--- src/rtl/tmr16_defines.svh ---
/*
 Address map, field positions, reset values and count limits of the
 16-bit timer core. Assumes the CPU I/O port gives a 6-bit I/O address.
*/
`ifndef TMR16_DEFINES_SVH
`define TMR16_DEFINES_SVH

// ---------------------------------------------------------------
// I/O addresses
// ---------------------------------------------------------------
`define TMR16_ADDR_W       6
`define TMR16_A_MISC_CTRL  6'h30
`define TMR16_A_CTRL_A     6'h2f
`define TMR16_A_CTRL_B     6'h2e
`define TMR16_A_CNT_H      6'h2d
`define TMR16_A_CNT_L      6'h2c
`define TMR16_A_CMPA_H     6'h2b
`define TMR16_A_CMPA_L     6'h2a
`define TMR16_A_CMPB_H     6'h29
`define TMR16_A_CMPB_L     6'h28
`define TMR16_A_CAPT_H     6'h25
`define TMR16_A_CAPT_L     6'h24
`define TMR16_A_MASK       6'h39
`define TMR16_A_FLAG       6'h38

// ---------------------------------------------------------------
// Field positions
// ---------------------------------------------------------------
`define TMR16_B_PSR        0
`define TMR16_B_OVF        7
`define TMR16_B_MATCH_A    6
`define TMR16_B_MATCH_B    5
`define TMR16_B_CAPT       3
`define TMR16_B_NOISE      7
`define TMR16_B_EDGE       6

// ---------------------------------------------------------------
// Values
// ---------------------------------------------------------------
`define TMR16_RST8         8'h00
`define TMR16_RST16        16'h0000
`define TMR16_BOTTOM       16'h0000
`define TMR16_MAX          16'hffff
`define TMR16_TOP8         16'h00ff
`define TMR16_TOP9         16'h01ff
`define TMR16_TOP10        16'h03ff
`define TMR16_FLAG_MASK    8'he8
`define TMR16_PRESC_W      10
`define TMR16_NC_LEN       4

`endif

--- src/rtl/tmr16_pkg.sv ---
/*
 Types of the 16-bit timer core.
 Assumes tmr16_defines.svh is available on the include path.
*/
package tmr16_pkg;
	// Clock select codes
	typedef enum logic [2:0] {
		TMR16_CS_STOP, TMR16_CS_DIV1, TMR16_CS_DIV8, TMR16_CS_DIV64,
		TMR16_CS_DIV256, TMR16_CS_DIV1024, TMR16_CS_EXT_FALL, TMR16_CS_EXT_RISE
	} tmr16_cs_e;
	typedef logic [15:0] tmr16_word_t;
	typedef logic [7:0]  tmr16_byte_t;
endpackage

--- src/rtl/tmr16_core.sv ---
/*
 16-bit timer core behind an 8-bit CPU I/O port: prescaler reset bit,
 counter, two double-buffered compares, capture with noise filter,
 shared high-byte temporary register, flag and mask registers.
 Assumes a single-cycle I/O read/write strobe from the CPU on I_CLOCK.
*/
// What this block does
// - Prescaler reset bit restarts shared prescaler
// - Hardware clears prescaler reset bit itself
// - Writing zero to reset bit: no effect
// - Prescaler reset bit always reads zero
// - Count, compares, capture are 16-bit, two bytes
// - Both control registers accessed directly
// - Four events set flags, masked individually
// - No clock selected keeps counter stopped
// - Compares checked on every timer tick, set match flags
// - Capture event copies counter to capture unless capture is TOP
// - Selectable noise filter on capture trigger
// - Compare A as TOP in modes 9/b/f: buffered, no output
// - TOP fixed 0xff/0x1ff/0x3ff, compare A, capture
// - BOTTOM is 0x0000, MAX is 0xffff
// - One shared 8-bit temporary high byte
// - Low write loads temp high and low
// - Low read latches high into temp
// - Compare reads bypass temporary register
// - Host counter write beats clear or count
// - Prescaler taps divide by 8/64/256/1024
`timescale 1ns/100ps
`include "tmr16_defines.svh"

module tmr16_core (
	input  wire logic                    I_CLOCK,
	input  wire logic                    I_RST_B,
	input  wire logic [`TMR16_ADDR_W-1:0] I_ADDR,
	input  wire logic                    I_WR,
	input  wire logic                    I_RD,
	input  wire tmr16_pkg::tmr16_byte_t  I_WDATA,
	input  wire logic                    I_EXTERNAL_COUNT_PIN,
	input  wire logic                    I_CAPTURE_PIN,
	input  wire logic                    I_COMPARATOR_OUT,
	input  wire logic                    I_CAPT_SRC_COMP,
	output tmr16_pkg::tmr16_byte_t       O_RDATA,
	output logic                         O_WAVE_OUT_A,
	output logic                         O_WAVE_OUT_B,
	output logic                         O_IRQ
);
	import tmr16_pkg::*;

	// ---------------------------------------------------------------
	// Registers
	// ---------------------------------------------------------------
	tmr16_byte_t   ctrl_a_r, ctrl_b_r, mask_r, flag_r, temp_r, misc_r;
	tmr16_word_t   cnt_r, cmpa_r, cmpb_r, cmpa_buf_r, cmpb_buf_r, capt_r;
	logic          psr_r;
	logic [`TMR16_NC_LEN-1:0] nc_r;
	logic          nc_lvl_r, trig_prev_r;
	tmr16_byte_t   rdata_nxt;
	logic          tap8, tap64, tap256, tap1024;
	logic          ext_rise, ext_fall;
	logic          icp_lvl, pin_lvl, acmp_lvl;
	logic          tick, wr_cnt, pwm_cmpa_top, trig_raw, trig_evt;
	logic [3:0]    wgm;
	tmr16_word_t   top;
	tmr16_cs_e     cs;

	// Address strobe decode, used for every register strobe except the temp_r high-byte writes
	function automatic logic hit(input logic stb, input logic [`TMR16_ADDR_W-1:0] a,
		input logic [`TMR16_ADDR_W-1:0] t);
		return stb && (a == t);
	endfunction

	// ---------------------------------------------------------------
	// Prescaler and pin synchronisers
	// ---------------------------------------------------------------
	tmr16_presc u_presc (
		.i_clk       (I_CLOCK),
		.i_rst_b     (I_RST_B),
		.i_presc_clr (psr_r),
		.o_tap8      (tap8),
		.o_tap64     (tap64),
		.o_tap256    (tap256),
		.o_tap1024   (tap1024)
	);

	tmr16_sync u_ext (
		.i_clk   (I_CLOCK),
		.i_rst_b (I_RST_B),
		.i_pin   (I_EXTERNAL_COUNT_PIN),
		.o_level (),
		.o_rise  (ext_rise),
		.o_fall  (ext_fall)
	);

	// Both trigger sources synchronised ahead of the select: no raw pin feeds logic
	tmr16_sync u_icp (.i_clk(I_CLOCK), .i_rst_b(I_RST_B), .i_pin(I_CAPTURE_PIN),
		.o_level(pin_lvl), .o_rise(), .o_fall());
	tmr16_sync u_acmp (.i_clk(I_CLOCK), .i_rst_b(I_RST_B), .i_pin(I_COMPARATOR_OUT),
		.o_level(acmp_lvl), .o_rise(), .o_fall());

	// ---------------------------------------------------------------
	// Timer tick, TOP and mode decode
	// ---------------------------------------------------------------
	always_comb begin
		cs   = tmr16_cs_e'(ctrl_b_r[2:0]);
		wgm  = {ctrl_b_r[4:3], ctrl_a_r[1:0]};
		unique case (cs)
			TMR16_CS_STOP:     tick = 1'b0;
			TMR16_CS_DIV1:     tick = 1'b1;
			TMR16_CS_DIV8:     tick = tap8;
			TMR16_CS_DIV64:    tick = tap64;
			TMR16_CS_DIV256:   tick = tap256;
			TMR16_CS_DIV1024:  tick = tap1024;
			TMR16_CS_EXT_FALL: tick = ext_fall;
			TMR16_CS_EXT_RISE: tick = ext_rise;
		endcase
		// Only modes that give TOP are decoded; others wrap at MAX
		unique case (wgm)
			4'h1, 4'h5:        top = `TMR16_TOP8;
			4'h2, 4'h6:        top = `TMR16_TOP9;
			4'h3, 4'h7:        top = `TMR16_TOP10;
			4'h4, 4'h9, 4'hb, 4'hf: top = cmpa_r;
			4'h8, 4'ha, 4'hc, 4'he: top = capt_r;
			default:           top = `TMR16_MAX;
		endcase
		pwm_cmpa_top = (wgm == 4'h9) || (wgm == 4'hb) || (wgm == 4'hf);
		wr_cnt = hit(I_WR, I_ADDR, `TMR16_A_CNT_L);
	end

	// ---------------------------------------------------------------
	// Prescaler reset bit: self-clearing one-cycle request
	// ---------------------------------------------------------------
	always_ff @(posedge I_CLOCK) begin
		if (!I_RST_B)
			psr_r <= 1'b0;
		else
			psr_r <= hit(I_WR, I_ADDR, `TMR16_A_MISC_CTRL) && I_WDATA[`TMR16_B_PSR];
	end

	// Other misc bits just store; reset bit kept out
	always_ff @(posedge I_CLOCK) begin
		if (!I_RST_B)
			misc_r <= `TMR16_RST8;
		else if (hit(I_WR, I_ADDR, `TMR16_A_MISC_CTRL))
			misc_r <= I_WDATA & ~(8'h01 << `TMR16_B_PSR);
	end

	// ---------------------------------------------------------------
	// Control and mask registers
	// ---------------------------------------------------------------
	always_ff @(posedge I_CLOCK) begin
		if (!I_RST_B) begin
			ctrl_a_r <= `TMR16_RST8;
			ctrl_b_r <= `TMR16_RST8;
			mask_r   <= `TMR16_RST8;
		end else begin
			if (hit(I_WR, I_ADDR, `TMR16_A_CTRL_A))
				ctrl_a_r <= I_WDATA;
			if (hit(I_WR, I_ADDR, `TMR16_A_CTRL_B))
				ctrl_b_r <= I_WDATA;
			if (hit(I_WR, I_ADDR, `TMR16_A_MASK))
				mask_r <= I_WDATA;
		end
	end

	// ---------------------------------------------------------------
	// Shared temporary high byte
	// ---------------------------------------------------------------
	always_ff @(posedge I_CLOCK) begin
		if (!I_RST_B)
			temp_r <= `TMR16_RST8;
		else if (I_WR && (I_ADDR == `TMR16_A_CNT_H || I_ADDR == `TMR16_A_CMPA_H ||
			I_ADDR == `TMR16_A_CMPB_H || I_ADDR == `TMR16_A_CAPT_H))
			temp_r <= I_WDATA;
		else if (hit(I_RD, I_ADDR, `TMR16_A_CNT_L))
			temp_r <= cnt_r[15:8];
		else if (hit(I_RD, I_ADDR, `TMR16_A_CAPT_L))
			temp_r <= capt_r[15:8];
	end

	// ---------------------------------------------------------------
	// Counter: host write wins over count and clear
	// ---------------------------------------------------------------
	always_ff @(posedge I_CLOCK) begin
		if (!I_RST_B)
			cnt_r <= `TMR16_RST16;
		else if (wr_cnt)
			cnt_r <= {temp_r, I_WDATA};
		else if (tick)
			cnt_r <= (cnt_r == top) ? `TMR16_BOTTOM : cnt_r + 16'h0001;
	end

	// ---------------------------------------------------------------
	// Compare buffers, update at TOP when buffered by mode
	// ---------------------------------------------------------------
	always_ff @(posedge I_CLOCK) begin
		if (!I_RST_B) begin
			cmpa_buf_r <= `TMR16_RST16;
			cmpb_buf_r <= `TMR16_RST16;
			cmpa_r     <= `TMR16_RST16;
			cmpb_r     <= `TMR16_RST16;
		end else begin
			if (hit(I_WR, I_ADDR, `TMR16_A_CMPA_L))
				cmpa_buf_r <= {temp_r, I_WDATA};
			if (hit(I_WR, I_ADDR, `TMR16_A_CMPB_L))
				cmpb_buf_r <= {temp_r, I_WDATA};
			// Non-PWM modes load at once; PWM modes wait for TOP
			if (wgm == 4'h0 || wgm == 4'h4 || wgm == 4'hc || (tick && cnt_r == top)) begin
				cmpa_r <= cmpa_buf_r;
				cmpb_r <= cmpb_buf_r;
			end
		end
	end

	// ---------------------------------------------------------------
	// Capture trigger with optional noise filter
	// ---------------------------------------------------------------
	// Filter needs the level stable for several cycles; costs latency
	always_ff @(posedge I_CLOCK) begin
		if (!I_RST_B) begin
			nc_r        <= '0;
			nc_lvl_r    <= 1'b0;
			trig_prev_r <= 1'b0;
		end else begin
			nc_r        <= {nc_r[`TMR16_NC_LEN-2:0], icp_lvl};
			if (&nc_r)
				nc_lvl_r <= 1'b1;
			else if (~|nc_r)
				nc_lvl_r <= 1'b0;
			trig_prev_r <= trig_raw;
		end
	end

	always_comb begin
		icp_lvl  = I_CAPT_SRC_COMP ? acmp_lvl : pin_lvl;
		trig_raw = ctrl_b_r[`TMR16_B_NOISE] ? nc_lvl_r : icp_lvl;
		trig_evt = ctrl_b_r[`TMR16_B_EDGE] ? (trig_raw & ~trig_prev_r) : (~trig_raw & trig_prev_r);
	end

	// Capture value: event copies counter unless it is TOP, host may load it as TOP
	always_ff @(posedge I_CLOCK) begin
		if (!I_RST_B)
			capt_r <= `TMR16_RST16;
		else if (trig_evt && !(top == capt_r && wgm[3]))
			capt_r <= cnt_r;
		else if (hit(I_WR, I_ADDR, `TMR16_A_CAPT_L))
			capt_r <= {temp_r, I_WDATA};
	end

	// ---------------------------------------------------------------
	// Flags: set wins over write-one-to-clear
	// ---------------------------------------------------------------
	always_ff @(posedge I_CLOCK) begin
		if (!I_RST_B)
			flag_r <= `TMR16_RST8;
		else begin
			for (int i = 0; i < 8; i++) begin
				if (hit(I_WR, I_ADDR, `TMR16_A_FLAG) && I_WDATA[i])
					flag_r[i] <= 1'b0;
			end
			if (tick && cnt_r == top && !wr_cnt)
				flag_r[`TMR16_B_OVF] <= 1'b1;
			if (tick && cnt_r == cmpa_r && !wr_cnt)
				flag_r[`TMR16_B_MATCH_A] <= 1'b1;
			if (tick && cnt_r == cmpb_r && !wr_cnt)
				flag_r[`TMR16_B_MATCH_B] <= 1'b1;
			if (trig_evt)
				flag_r[`TMR16_B_CAPT] <= 1'b1;
		end
	end

	// ---------------------------------------------------------------
	// Waveforms, interrupt and read data
	// ---------------------------------------------------------------
	always_ff @(posedge I_CLOCK) begin
		if (!I_RST_B) begin
			O_WAVE_OUT_A <= 1'b0;
			O_WAVE_OUT_B <= 1'b0;
			O_IRQ        <= 1'b0;
		end else begin
			O_WAVE_OUT_A <= !pwm_cmpa_top && (cnt_r < cmpa_r);
			O_WAVE_OUT_B <= (cnt_r < cmpb_r);
			O_IRQ        <= |(flag_r & mask_r & `TMR16_FLAG_MASK);
		end
	end

	always_comb begin
		rdata_nxt = `TMR16_RST8;
		unique case (I_ADDR)
			`TMR16_A_MISC_CTRL: rdata_nxt = misc_r;
			`TMR16_A_CTRL_A:    rdata_nxt = ctrl_a_r;
			`TMR16_A_CTRL_B:    rdata_nxt = ctrl_b_r;
			`TMR16_A_CNT_L:     rdata_nxt = cnt_r[7:0];
			`TMR16_A_CNT_H:     rdata_nxt = temp_r;
			`TMR16_A_CMPA_L:    rdata_nxt = cmpa_buf_r[7:0];
			`TMR16_A_CMPA_H:    rdata_nxt = cmpa_buf_r[15:8];
			`TMR16_A_CMPB_L:    rdata_nxt = cmpb_buf_r[7:0];
			`TMR16_A_CMPB_H:    rdata_nxt = cmpb_buf_r[15:8];
			`TMR16_A_CAPT_L:    rdata_nxt = capt_r[7:0];
			`TMR16_A_CAPT_H:    rdata_nxt = temp_r;
			`TMR16_A_MASK:      rdata_nxt = mask_r;
			`TMR16_A_FLAG:      rdata_nxt = flag_r;
			default:            rdata_nxt = `TMR16_RST8;
		endcase
	end

	// Read data registered, one cycle after the strobe
	always_ff @(posedge I_CLOCK) begin
		if (!I_RST_B)
			O_RDATA <= `TMR16_RST8;
		else if (I_RD)
			O_RDATA <= rdata_nxt;
	end
endmodule

--- src/rtl/tmr16_presc.sv ---
/*
 Shared free-running prescaler with 8/64/256/1024 taps.
 Assumes a single system clock; reset request comes from the register file.
*/
`timescale 1ns/100ps
`include "tmr16_defines.svh"

module tmr16_presc (
	input  wire logic       i_clk,
	input  wire logic       i_rst_b,
	input  wire logic       i_presc_clr,
	output logic            o_tap8,
	output logic            o_tap64,
	output logic            o_tap256,
	output logic            o_tap1024
);
	logic [`TMR16_PRESC_W-1:0] cnt_r;

	// Free running; a clear restarts every tap
	always_ff @(posedge i_clk) begin
		if (!i_rst_b || i_presc_clr)
			cnt_r <= '0;
		else
			cnt_r <= cnt_r + 1'b1;
	end

	// Tap pulses one cycle wide at the wrap of each divider
	always_comb begin
		o_tap8    = &cnt_r[2:0];
		o_tap64   = &cnt_r[5:0];
		o_tap256  = &cnt_r[7:0];
		o_tap1024 = &cnt_r[9:0];
	end
endmodule

--- src/rtl/tmr16_sync.sv ---
/*
 Two-flop synchroniser with edge detect for an external pin.
 Assumes the pin is asynchronous to the system clock.
*/
`timescale 1ns/100ps

module tmr16_sync (
	input  wire logic i_clk,
	input  wire logic i_rst_b,
	input  wire logic i_pin,
	output logic      o_level,
	output logic      o_rise,
	output logic      o_fall
);
	logic meta_r;
	logic sync_r;
	logic prev_r;

	// First flop only feeds the second
	always_ff @(posedge i_clk) begin
		if (!i_rst_b) begin
			meta_r <= 1'b0;
			sync_r <= 1'b0;
			prev_r <= 1'b0;
		end else begin
			meta_r <= i_pin;
			sync_r <= meta_r;
			prev_r <= sync_r;
		end
	end

	always_comb begin
		o_level = sync_r;
		o_rise  = sync_r & ~prev_r;
		o_fall  = ~sync_r & prev_r;
	end
endmodule

--- config.mk ---
export PLATFORM = sky130hd
export DESIGN_NAME = tmr16_core
export DESIGN_NICKNAME = d
export VERILOG_FILES = /design/src/rtl/tmr16_pkg.sv /design/src/rtl/tmr16_core.sv /design/src/rtl/tmr16_presc.sv /design/src/rtl/tmr16_sync.sv
export VERILOG_INCLUDE_DIRS = /design/src /design/src/rtl
export SDC_FILE = /design/constraint.sdc
export NUM_CORES = 1
export LEC_CHECK = 0
export ABC_AREA = 1
export BUFFER_PORTS_ARGS = -buffer_cell sky130_fd_sc_hd__buf_4
export CORE_MARGIN = 2
export CORE_UTILIZATION = 55
export DETAILED_ROUTE_END_ITERATION = 10
export PLACE_DENSITY = 0.72
export SKIP_LAST_GASP = 1
export SYNTH_ARGS = -nofsm -noshare
export SYNTH_HDL_FRONTEND = slang
export SYNTH_SLANG_ARGS = --single-unit
--- constraint.sdc ---
create_clock -name I_CLOCK -period 3.3 [get_ports I_CLOCK]
set_input_delay 0.33 -clock I_CLOCK [delete_from_list [all_inputs] [get_ports I_CLOCK]]
set_output_delay 0.33 -clock I_CLOCK [all_outputs]
set_load 0.02 [all_outputs]
==> results.yml, run 1 <==
global_route:
  grt_pass1_vias: 8760
  met3_usage: 0.08941
  grtUsageTotal: 0.3718
  grt.busiest_layer: "met2"
  grt_use_met1: 0.4914
  grt_pass1_wl_microns: 50660
  antenna_found_initial: 0
  use_met2: 0.5575
  grt-ovfl-total: 0
  grt_start_max_net_pins: 66
route:
  postRouteAntennaNets: 0
  wl_per_cell_microns: 20.62
  vias: 9947
  drc: 0
  drt_first_pass_iters: 6
  drtIter0Drc: 1318
  wl_microns: 34180
  vias_per_cell: 5.999
hold_path:
  hp-class: "input pin to flop"
sta:
  skew_ns: 0.01297
  setup_viol_count_final: 0
  fmax_mhz: 321.8
  fin_crit_sh: 0.9417
  rsz0062_at_grt: "true"
  final_max_slew_viol_count: 0
  fin_crit_ns: 3.108
  hold_viol_final: 0
  tns_ns: 0
  setup_slack_ns: 0.1925
  worstMarginPinSlew_ns: 0.8838
  slew_headroom: 0.4086
die:
  die_h_microns: 135.7
  fp.coreArea_sq_um: 17120
  die_width_microns: 135.7
  row_count: 48
  die_area_sq_um: 18400
  io_pins: 33
  start_util: 0.5570
final_layout:
  mostFrequentLayoutCell: "nand2_1"
  layout-drive-gt1-share: 0.07188
  layout_common_cells: "nand2_1, inv_1, dfxtp_1, a21oi_1, nor2_1"
  antenna_cells: 0
  fin_nets: 1477
  fillers: 1632
  syn2layout_area_growth_pct: 10.81
run:
  cap_violations: 0
synth:
  yosys_register_bits: 174
  netlist.top_cell.by_area: "dfxtp_1"
  synth_cell_type_count: 39
  synth-edff-count: 0
  synth_top_area_share: 0.3654
  yosysWarnings: 0
  syn_inst: 1414
  yosys-top-cells-area: "dfxtp_1, nand2_1, a21oi_1"
  ys.flop_type: "dfxtp_1"
  synth_fp_nets: 1471
  syn-mean-instance-area_sq_um: 6.743
  synth-seq-area-share: 0.3654
  synth_area_sq_um: 9534
  synthArstFlopShare: 0
clock_tree:
  holdBufCountCts: 0
  cts-htree-levels: 4
  cts-root-buf: "clkbuf_16"
  cts_max_path_buffers: 2
  post_cts_buffers: 0
  clkSinkCount: 174
  clkSlewWorstSetupHoldPaths_ns: 0.08
  clock_latency_ns: 0.45
  cts_resized: 0
  cts_tree: "done"
  cts_buffers: 17
setup_path:
  crit_required_ns: 3.68
  end_kind: "flop"
  arrival_ns: 3.48
  start_kind: "flop"
  critical_path_class: "flop to flop"
  worstPathMaxFanout: 37
place:
  place.gp.congestion: 1.078
  io_buffers: 32
  dp_slack_ns: 0.3496
  hpwl_microns: 25080
power_and_ir_drop:
  powerDensity_nw_per_um2: 447.6
  leakagePower_uw: 0.004305
  ir_worst_vdd_v: 0.0004010
status:
  status: "complete, no violations"
-- registers in the layout, indices dropped and copies added, names as in the netlist, 10 cells and up --
signal / count
capt_r: 16
cmpa_buf_r: 16
cnt_r: 16
u_presc.cnt_r: 10
cmpa_r: 16
cmpb_r: 16
cmpb_buf_r: 16
-- routing by layer --
metal / vias up / wire (microns)
met5: - / 0
met3: 150 / 3454
met2: 578 / 14590
met4: 0 / 2157
li1: 4727 / -
met1: 4492 / 13980
-- through the flow --
| step | hold WS [ns] | area (sq um) | total power, uW | std cells | utilization |
|---|---|---|---|---|---|
| floorplan | 0.3905 | 9534 | 2457 | 1414 | - |
| global placement | 0.3949 | 9932 | 2599 | 1626 | 0.5803 |
| detailed placement | 0.3980 | 9932 | 2602 | 1626 | 0.5803 |
| CTS | 0.04792 | 10570 | 4713 | 1658 | 0.6173 |
| global route | 0.06247 | 10570 | 4850 | 1658 | 0.6173 |
| finish | 0.05558 | 10570 | 4729 | 1658 | 0.6173 |
-- final timing paths --
kind                               startpoint  slack [ns]  cells past startpoint       endpoint
worst max-delay path              ctrl_a_r[0]        0.19                     15      cmpb_r[5]
worst min-delay path            I_CAPTURE_PIN        0.06                      3   u_icp.meta_r
worst max register to register    ctrl_a_r[0]        0.19                     15      cmpb_r[5]
worst min register to register   u_icp.meta_r        0.42                      2  u_icp.o_level
-- power by group --
group          leakage, uW  switching [uW]  internal (uW)
Sequential         0.00141            51.1           2140
Clock             0.000307            1050           1110
Combinational      0.00259             256            117
Total              0.00431            1360           3370
-- critical path, stage by stage, from the launching register on --
cell and delay, ns:
dfxtp_1 0.41, nor2_2 0.34, nand2_1 0.18, nand2_2 0.22
inv_2 0.07, nand2_4 0.21, nand3_1 0.16, xor2_1 0.17
nor2_1 0.16, nand2_1 0.08, nor2_2 0.15, nand3_4 0.30
buf_12 0.30, nand3_1 0.08, nand2_1 0.06, nor2_1 0.12
-- final cells by class --
cell class | instances | area, sq um | area share
clock buffer | 17 | 425.4 | 0.04027
multi-input combinational | 972 | 4990 | 0.4723
clock inverter | 15 | 207.7 | 0.01966
tap | 225 | 281.5 | 0.02665
inverter | 203 | 762.0 | 0.07212
timing repair buffer | 52 | 415.4 | 0.03932
sequential | 174 | 3483 | 0.3297
-- synth_stat cells (6+ instances only) --
| cell | count |
|---|---|
| nand2_1 | 287 |
| inv_1 | 193 |
| dfxtp_1 | 174 |
| a21oi_1 | 163 |
| nor2_1 | 122 |
| nand3_1 | 118 |
| o21ai_0 | 81 |
| clkbuf_1 | 41 |
| nand4_1 | 38 |
| o22ai_1 | 37 |
| ha_1 | 35 |
| xor2_1 | 20 |
| a221oi_1 | 19 |
| nor3_1 | 9 |
| buf_2 | 8 |
| buf_4 | 7 |
| o221ai_1 | 6 |
-- cells by family (layout without fill, tap and decap cells) --
kind of cell             count (synthesis)  after routing  synth area share
adder cells (fa/ha/maj)                 35             35           0.04593
flip-flops                             174            174            0.3654
multiplexers                             1              1          0.001050
AND/OR/NAND/NOR                        596            596            0.2706
AO/OA/AOI/OAI                          319            319            0.1853
XOR/XNOR                                21             21           0.01929
buffers and inverters                  268            287            0.1125
No activity file was read; power rests on OpenSTA's default activity.
==> inputs of run 2 (changes only) <==
--- a/config.mk
+++ b/config.mk
@@ -10,7 +10,6 @@
 export BUFFER_PORTS_ARGS = -buffer_cell sky130_fd_sc_hd__buf_4
 export CORE_MARGIN = 2
-export CORE_UTILIZATION = 55
+export CORE_UTILIZATION = 39
 export DETAILED_ROUTE_END_ITERATION = 10
-export PLACE_DENSITY = 0.72
 export SKIP_LAST_GASP = 1
 export SYNTH_ARGS = -nofsm -noshare
==> constraint.sdc (replaced) <==
create_clock -name I_CLOCK -period 2.53 [get_ports I_CLOCK]
set_input_delay 0.1265 -clock I_CLOCK [delete_from_list [all_inputs] [get_ports I_CLOCK]]
set_output_delay 0.1265 -clock I_CLOCK [all_outputs]
set_load 0.02 [all_outputs]
==> results.yml, run 2 (synthesis results as in run 1) <==
global_route:
  grt_pass1_wl_microns: 51380
  grt_start_max_net_pins: 65
  grt-ovfl-total: 0
  grt_pass1_vias: 8816
  grtUsageTotal: 0.2633
  antenna_found_initial: 0
final_layout:
  fin_nets: 1539
  final_area_sq_um: 11530
  layout-drive-gt1-share: 0.1284
  fillers: 2479
  antenna_cells: 0
  mostFrequentLayoutCell: "nand2_1"
  syn2layout_area_growth_pct: 20.96
  fin_util: 0.4770
  layout_common_cells: "nand2_1, inv_1, dfxtp_1, a21oi_1, nor2_1"
hold_path:
  hp-class: "input pin to flop"
  min-delay-start: "I_WDATA[6]"
die:
  die_width_microns: 160.4
  io_pins: 33
  die_h_microns: 160.4
  start_util: 0.3943
  row_count: 57
  die_area_sq_um: 25710
  fp.coreArea_sq_um: 24180
route:
  drtIter0Drc: 1213
  vias: 10110
  wl_per_cell_microns: 19.62
  drc: 0
  wl_microns: 35690
  vias_per_cell: 5.556
  postRouteAntennaNets: 0
  drt_first_pass_iters: 6
sta:
  final_max_slew_viol_count: 0
  fin_crit_sh: 0.9503
  setup_viol_count_final: 0
  skew_ns: 0.01643
  tns_ns: 0
  slew_headroom: 0.5161
  timing.hold.ws_ns: 0.005762
  fin_crit_ns: 2.404
  worstMarginPinSlew_ns: 0.7259
  hold_viol_final: 0
  fmax_mhz: 415.9
setup_path:
  reg2reg_from: "ctrl_b_r[4]"
  critical_path_class: "flop to flop"
  start_kind: "flop"
  crit_required_ns: 2.87
  reg2reg_slack_ns: 0.13
  reg2regPathDepth: 15
  reg2reg_to: "cmpa_r[1]"
  path_cells: "nand2_2 > inv_2 > nand2_4 > nand2_8 > buf_12 > nand2_1 > nand2_1 > nor2_4 > xor2_2 > nand3_1 > nor2_4 > nand3_4 > clkbuf_16 > a21oi_2 > nor2_1"
  cp_slowest_cell: "dfxtp_4"
  critical_path.max_stage_delay_ns: 0.40
  worstPathMaxFanout: 8
  critPathLaunch: "ctrl_b_r[4]"
  endpoint: "cmpa_r[1]"
  end_kind: "flop"
  arrival_ns: 2.75
clock_tree:
  clock_latency_ns: 0.45
  cts_max_path_buffers: 2
  cts-htree-levels: 4
  cts_tree: "done"
  cts_buffers: 17
  cts-root-buf: "clkbuf_16"
  clkSlewWorstSetupHoldPaths_ns: 0.08
  clkSinkCount: 174
status:
  status: "complete, no violations"
place:
  place.gp.congestion: 0.9824
  hpwl_microns: 25510
  place_area_sq_um: 10280
  io_buffers: 32
power_and_ir_drop:
  total_power_uw: 6133
  leakagePower_uw: 0.004712
  ir_worst_vdd_v: 0.0002864
  powerDensity_nw_per_um2: 531.8
run:
  cap_violations: 0
run 2: cell count changes in the layout (fill, tap and decap cells not counted), moves of 5 or more:
cell / before / now
buf_4: 50 / 90
nand2_1: 287 / 278
dlygate4sd3_1: 0 / 7
nand3_1: 118 / 112
nor2_4: 0 / 6
clkbuf_16: 17 / 22
nand2_4: 2 / 7
run 2: stage by stage:
| step | worst slack [ns] | std cells |
|---|---|---|
| 4_1_cts | 0.009838 | 1791 |
| 6_report | 0.1258 | 1819 |
| 3_5_place_dp | -0.003333 | 1752 |
| 5_1_grt | -0.02085 | 1819 |
| 2_1_floorplan | 0.4323 | 1414 |
| 3_3_place_gp | 0.03819 | 1752 |
run 2: worst max-delay path: cells and delay by family, from the launching register on:
kind | cells | cell delay (ns)
buffers and inverters | 3 | 0.44
AOI/OAI and AO/OA | 1 | 0.14
xor gates and xnor gates | 1 | 0.15
and+or+nand+nor | 10 | 1.15
DFF | 1 | 0.40
run 2: repair_timing:
action | CTS | global route
endpoints found under the setup margin | 7 | 67
endpoints found under the hold margin | 17 | 0
pin swaps | 0 | 23
buffers inserted | 0 | 18
hold buffers | 7 | 0
gates cloned | 0 | 10
gates resized for setup | 1 | 64
run 2: worst min-delay path by stage:
| stage | end | depth (start not counted) |
|---|---|---|
| floorplan | u_acmp.meta_r | 2 |
| global placement | u_ext.meta_r | 3 |
| detailed placement | u_acmp.meta_r | 3 |
| CTS | ctrl_a_r[6] | 3 |
| global route | ctrl_a_r[7] | 3 |
| finish | ctrl_a_r[6] | 3 |
run 2: power by group:
part / total (uW) / internal (uW) / leakage (uW) / switching [uW]
registers: 2840 / 2790 / 0.00141 / 54.4
logic: 539 / 181 / 0.00301 / 358
clock network: 2750 / 1350 / 0.000293 / 1400
run 2: cell type report:
type | count | area, sq um | share of cell area
clock buffer | 17 | 425.4 | 0.03689
clock inverter | 15 | 185.2 | 0.01606
inverter | 203 | 785.8 | 0.06814
sequential | 174 | 3498 | 0.3034
multi-input combinational | 974 | 5200 | 0.4509
timing repair buffer | 112 | 1032 | 0.08951
tap | 324 | 405.4 | 0.03515
run 2: metal layers:
metal	wire (microns)	share of wire	track usage	up-vias
met4	1428	0.040	0.1179	0
met1	15280	0.43	0.3585	4706
met3	3001	0.084	0.04365	83
met2	15980	0.45	0.4115	475
li1	-	-	-	4843
met5	0	0	0	-
==> inputs of run 3 (changes only) <==
Settings changed: CELL_PAD_IN_SITES_DETAIL_PLACEMENT set to 1, CELL_PAD_IN_SITES_GLOBAL_PLACEMENT set to 1, CTS_CLUSTER_DIAMETER set to 30, PLACE_DENSITY_LB_ADDON set to 0.1.
==> results.yml, run 3 (synthesis results as in run 1) <==
status:
  status: "complete, no violations"
die:
  die_width_microns: 160.4
  start_util: 0.3943
  die_h_microns: 160.4
  die_area_sq_um: 25710
  row_count: 57
  fp.coreArea_sq_um: 24180
  io_pins: 33
final_layout:
  antenna_cells: 0
  stdcell_count: 1809
  final_area_sq_um: 11280
  mostFrequentLayoutCell: "nand2_1"
  fin_nets: 1530
  layout-drive-gt1-share: 0.1152
  fillers: 3111
  fin_util: 0.4666
  layout_common_cells: "nand2_1, inv_1, dfxtp_1, a21oi_1, nor2_1"
  syn2layout_area_growth_pct: 18.33
route:
  wl_microns: 38910
  postRouteAntennaNets: 0
  wl_per_cell_microns: 21.51
  vias: 10260
  drc: 0
  drtIter0Drc: 756
  vias_per_cell: 5.674
  drt_first_pass_iters: 5
global_route:
  grtUsageTotal: 0.2984
  grt_pass1_vias: 10050
  grt-ovfl-total: 0
  antenna_found_initial: 0
  grt_start_max_net_pins: 65
  grt_pass1_wl_microns: 58490
sta:
  rsz0062_at_grt: "true"
  tns_ns: 0
  fin_crit_sh: 0.9643
  fin_crit_ns: 2.440
  hold_viol_final: 0
  worstMarginPinSlew_ns: 0.7968
  setup_viol_count_final: 0
  skew_ns: 0.01317
  final_max_slew_viol_count: 0
  fmax_mhz: 409.9
  slew_headroom: 0.4669
hold_path:
  min-delay-start: "I_WDATA[5]"
  hp-class: "input pin to flop"
place:
  hpwl_microns: 28830
  place_area_sq_um: 10360
  dp.cells: 1759
  place.gp.congestion: 0.9415
  io_buffers: 32
clock_tree:
  cts_tree: "done"
  clkSlewWorstSetupHoldPaths_ns: 0.08
  cts_max_path_buffers: 2
  cts-root-buf: "clkbuf_16"
  cts-htree-levels: 4
  clkSinkCount: 174
  clock_latency_ns: 0.44
  cts_buffers: 17
power_and_ir_drop:
  powerDensity_nw_per_um2: 531.2
  leakagePower_uw: 0.004615
  ir_worst_vdd_v: 0.0003175
setup_path:
  critical_path_class: "flop to flop"
  critPathLaunch: "ctrl_b_r[4]"
  reg2reg_from: "ctrl_b_r[4]"
  crit_required_ns: 2.86
  start_kind: "flop"
  arrival_ns: 2.77
  end_kind: "flop"
  worstPathMaxFanout: 9
run:
  cap_violations: 0
[run 3: worst paths after layout]
| check | end | slack (ns) | cells past startpoint |
|---|---|---|---|
| setup / recovery | cmpb_r[6] | 0.09 | 15 |
| hold reg to reg | u_acmp.o_level | 0.42 | 2 |
| setup reg to reg | cmpb_r[6] | 0.09 | 15 |
| hold / removal | ctrl_a_r[5] | 0.007 | 3 |
[run 3: routing by layer]
metal  up-vias  track usage  share of wire
li1       4817            -              -
met4         0       0.1376          0.047
met1      5080       0.3893           0.43
met5         -            0              0
met3        75      0.04804          0.057
met2       292       0.4860           0.46
[run 3: through the flow]
step	hold WS, ns	setup WS, ns	total power [uW]
detailed placement	0.3198	0.04287	3442
finish	0.006548	0.09028	5993
global placement	0.3078	0.1219	3430
floorplan	0.2241	0.4323	3205
CTS	0.003879	0.01194	6002
global route	0.009590	-0.06214	6194
[run 3: final cells by class]
type / count / area (sq um) / share of cell area
Multi-Input combinational cell: 974 / 5110 / 0.4529
Sequential cell: 174 / 3493 / 0.3096
Inverter: 203 / 764.5 / 0.06776
Tap cell: 324 / 405.4 / 0.03593
Timing Repair Buffer: 103 / 955.9 / 0.08473
Clock inverter: 13 / 123.9 / 0.01098
Clock buffer: 18 / 429.2 / 0.03804
[run 3: worst max-delay path, cell delays in order, from the launching register on]
cell       delay, ns
dfxtp_2         0.38
buf_4           0.16
inv_1           0.05
nand2_1         0.10
o21ai_0         0.09
o21ai_0         0.20
nand3_2         0.15
xor2_1          0.16
nor2_1          0.13
nand2_1         0.11
nor2_4          0.17
nand3_4         0.09
buf_12          0.16
clkbuf_16       0.17
a21oi_1         0.14
nor2_1          0.07
[run 3: repair_timing]
action,in CTS,in global routing
hold buffers,4,0
buffers inserted,0,8
endpoints found under the hold margin,4,0
setup endpoints to repair,0,67
resized for setup,0,34
[run 3: power by group]
group	switching [uW]	internal, uW
sequential	53.8	2790
clock	1300	1300
combinational	373	181
total	1720	4270
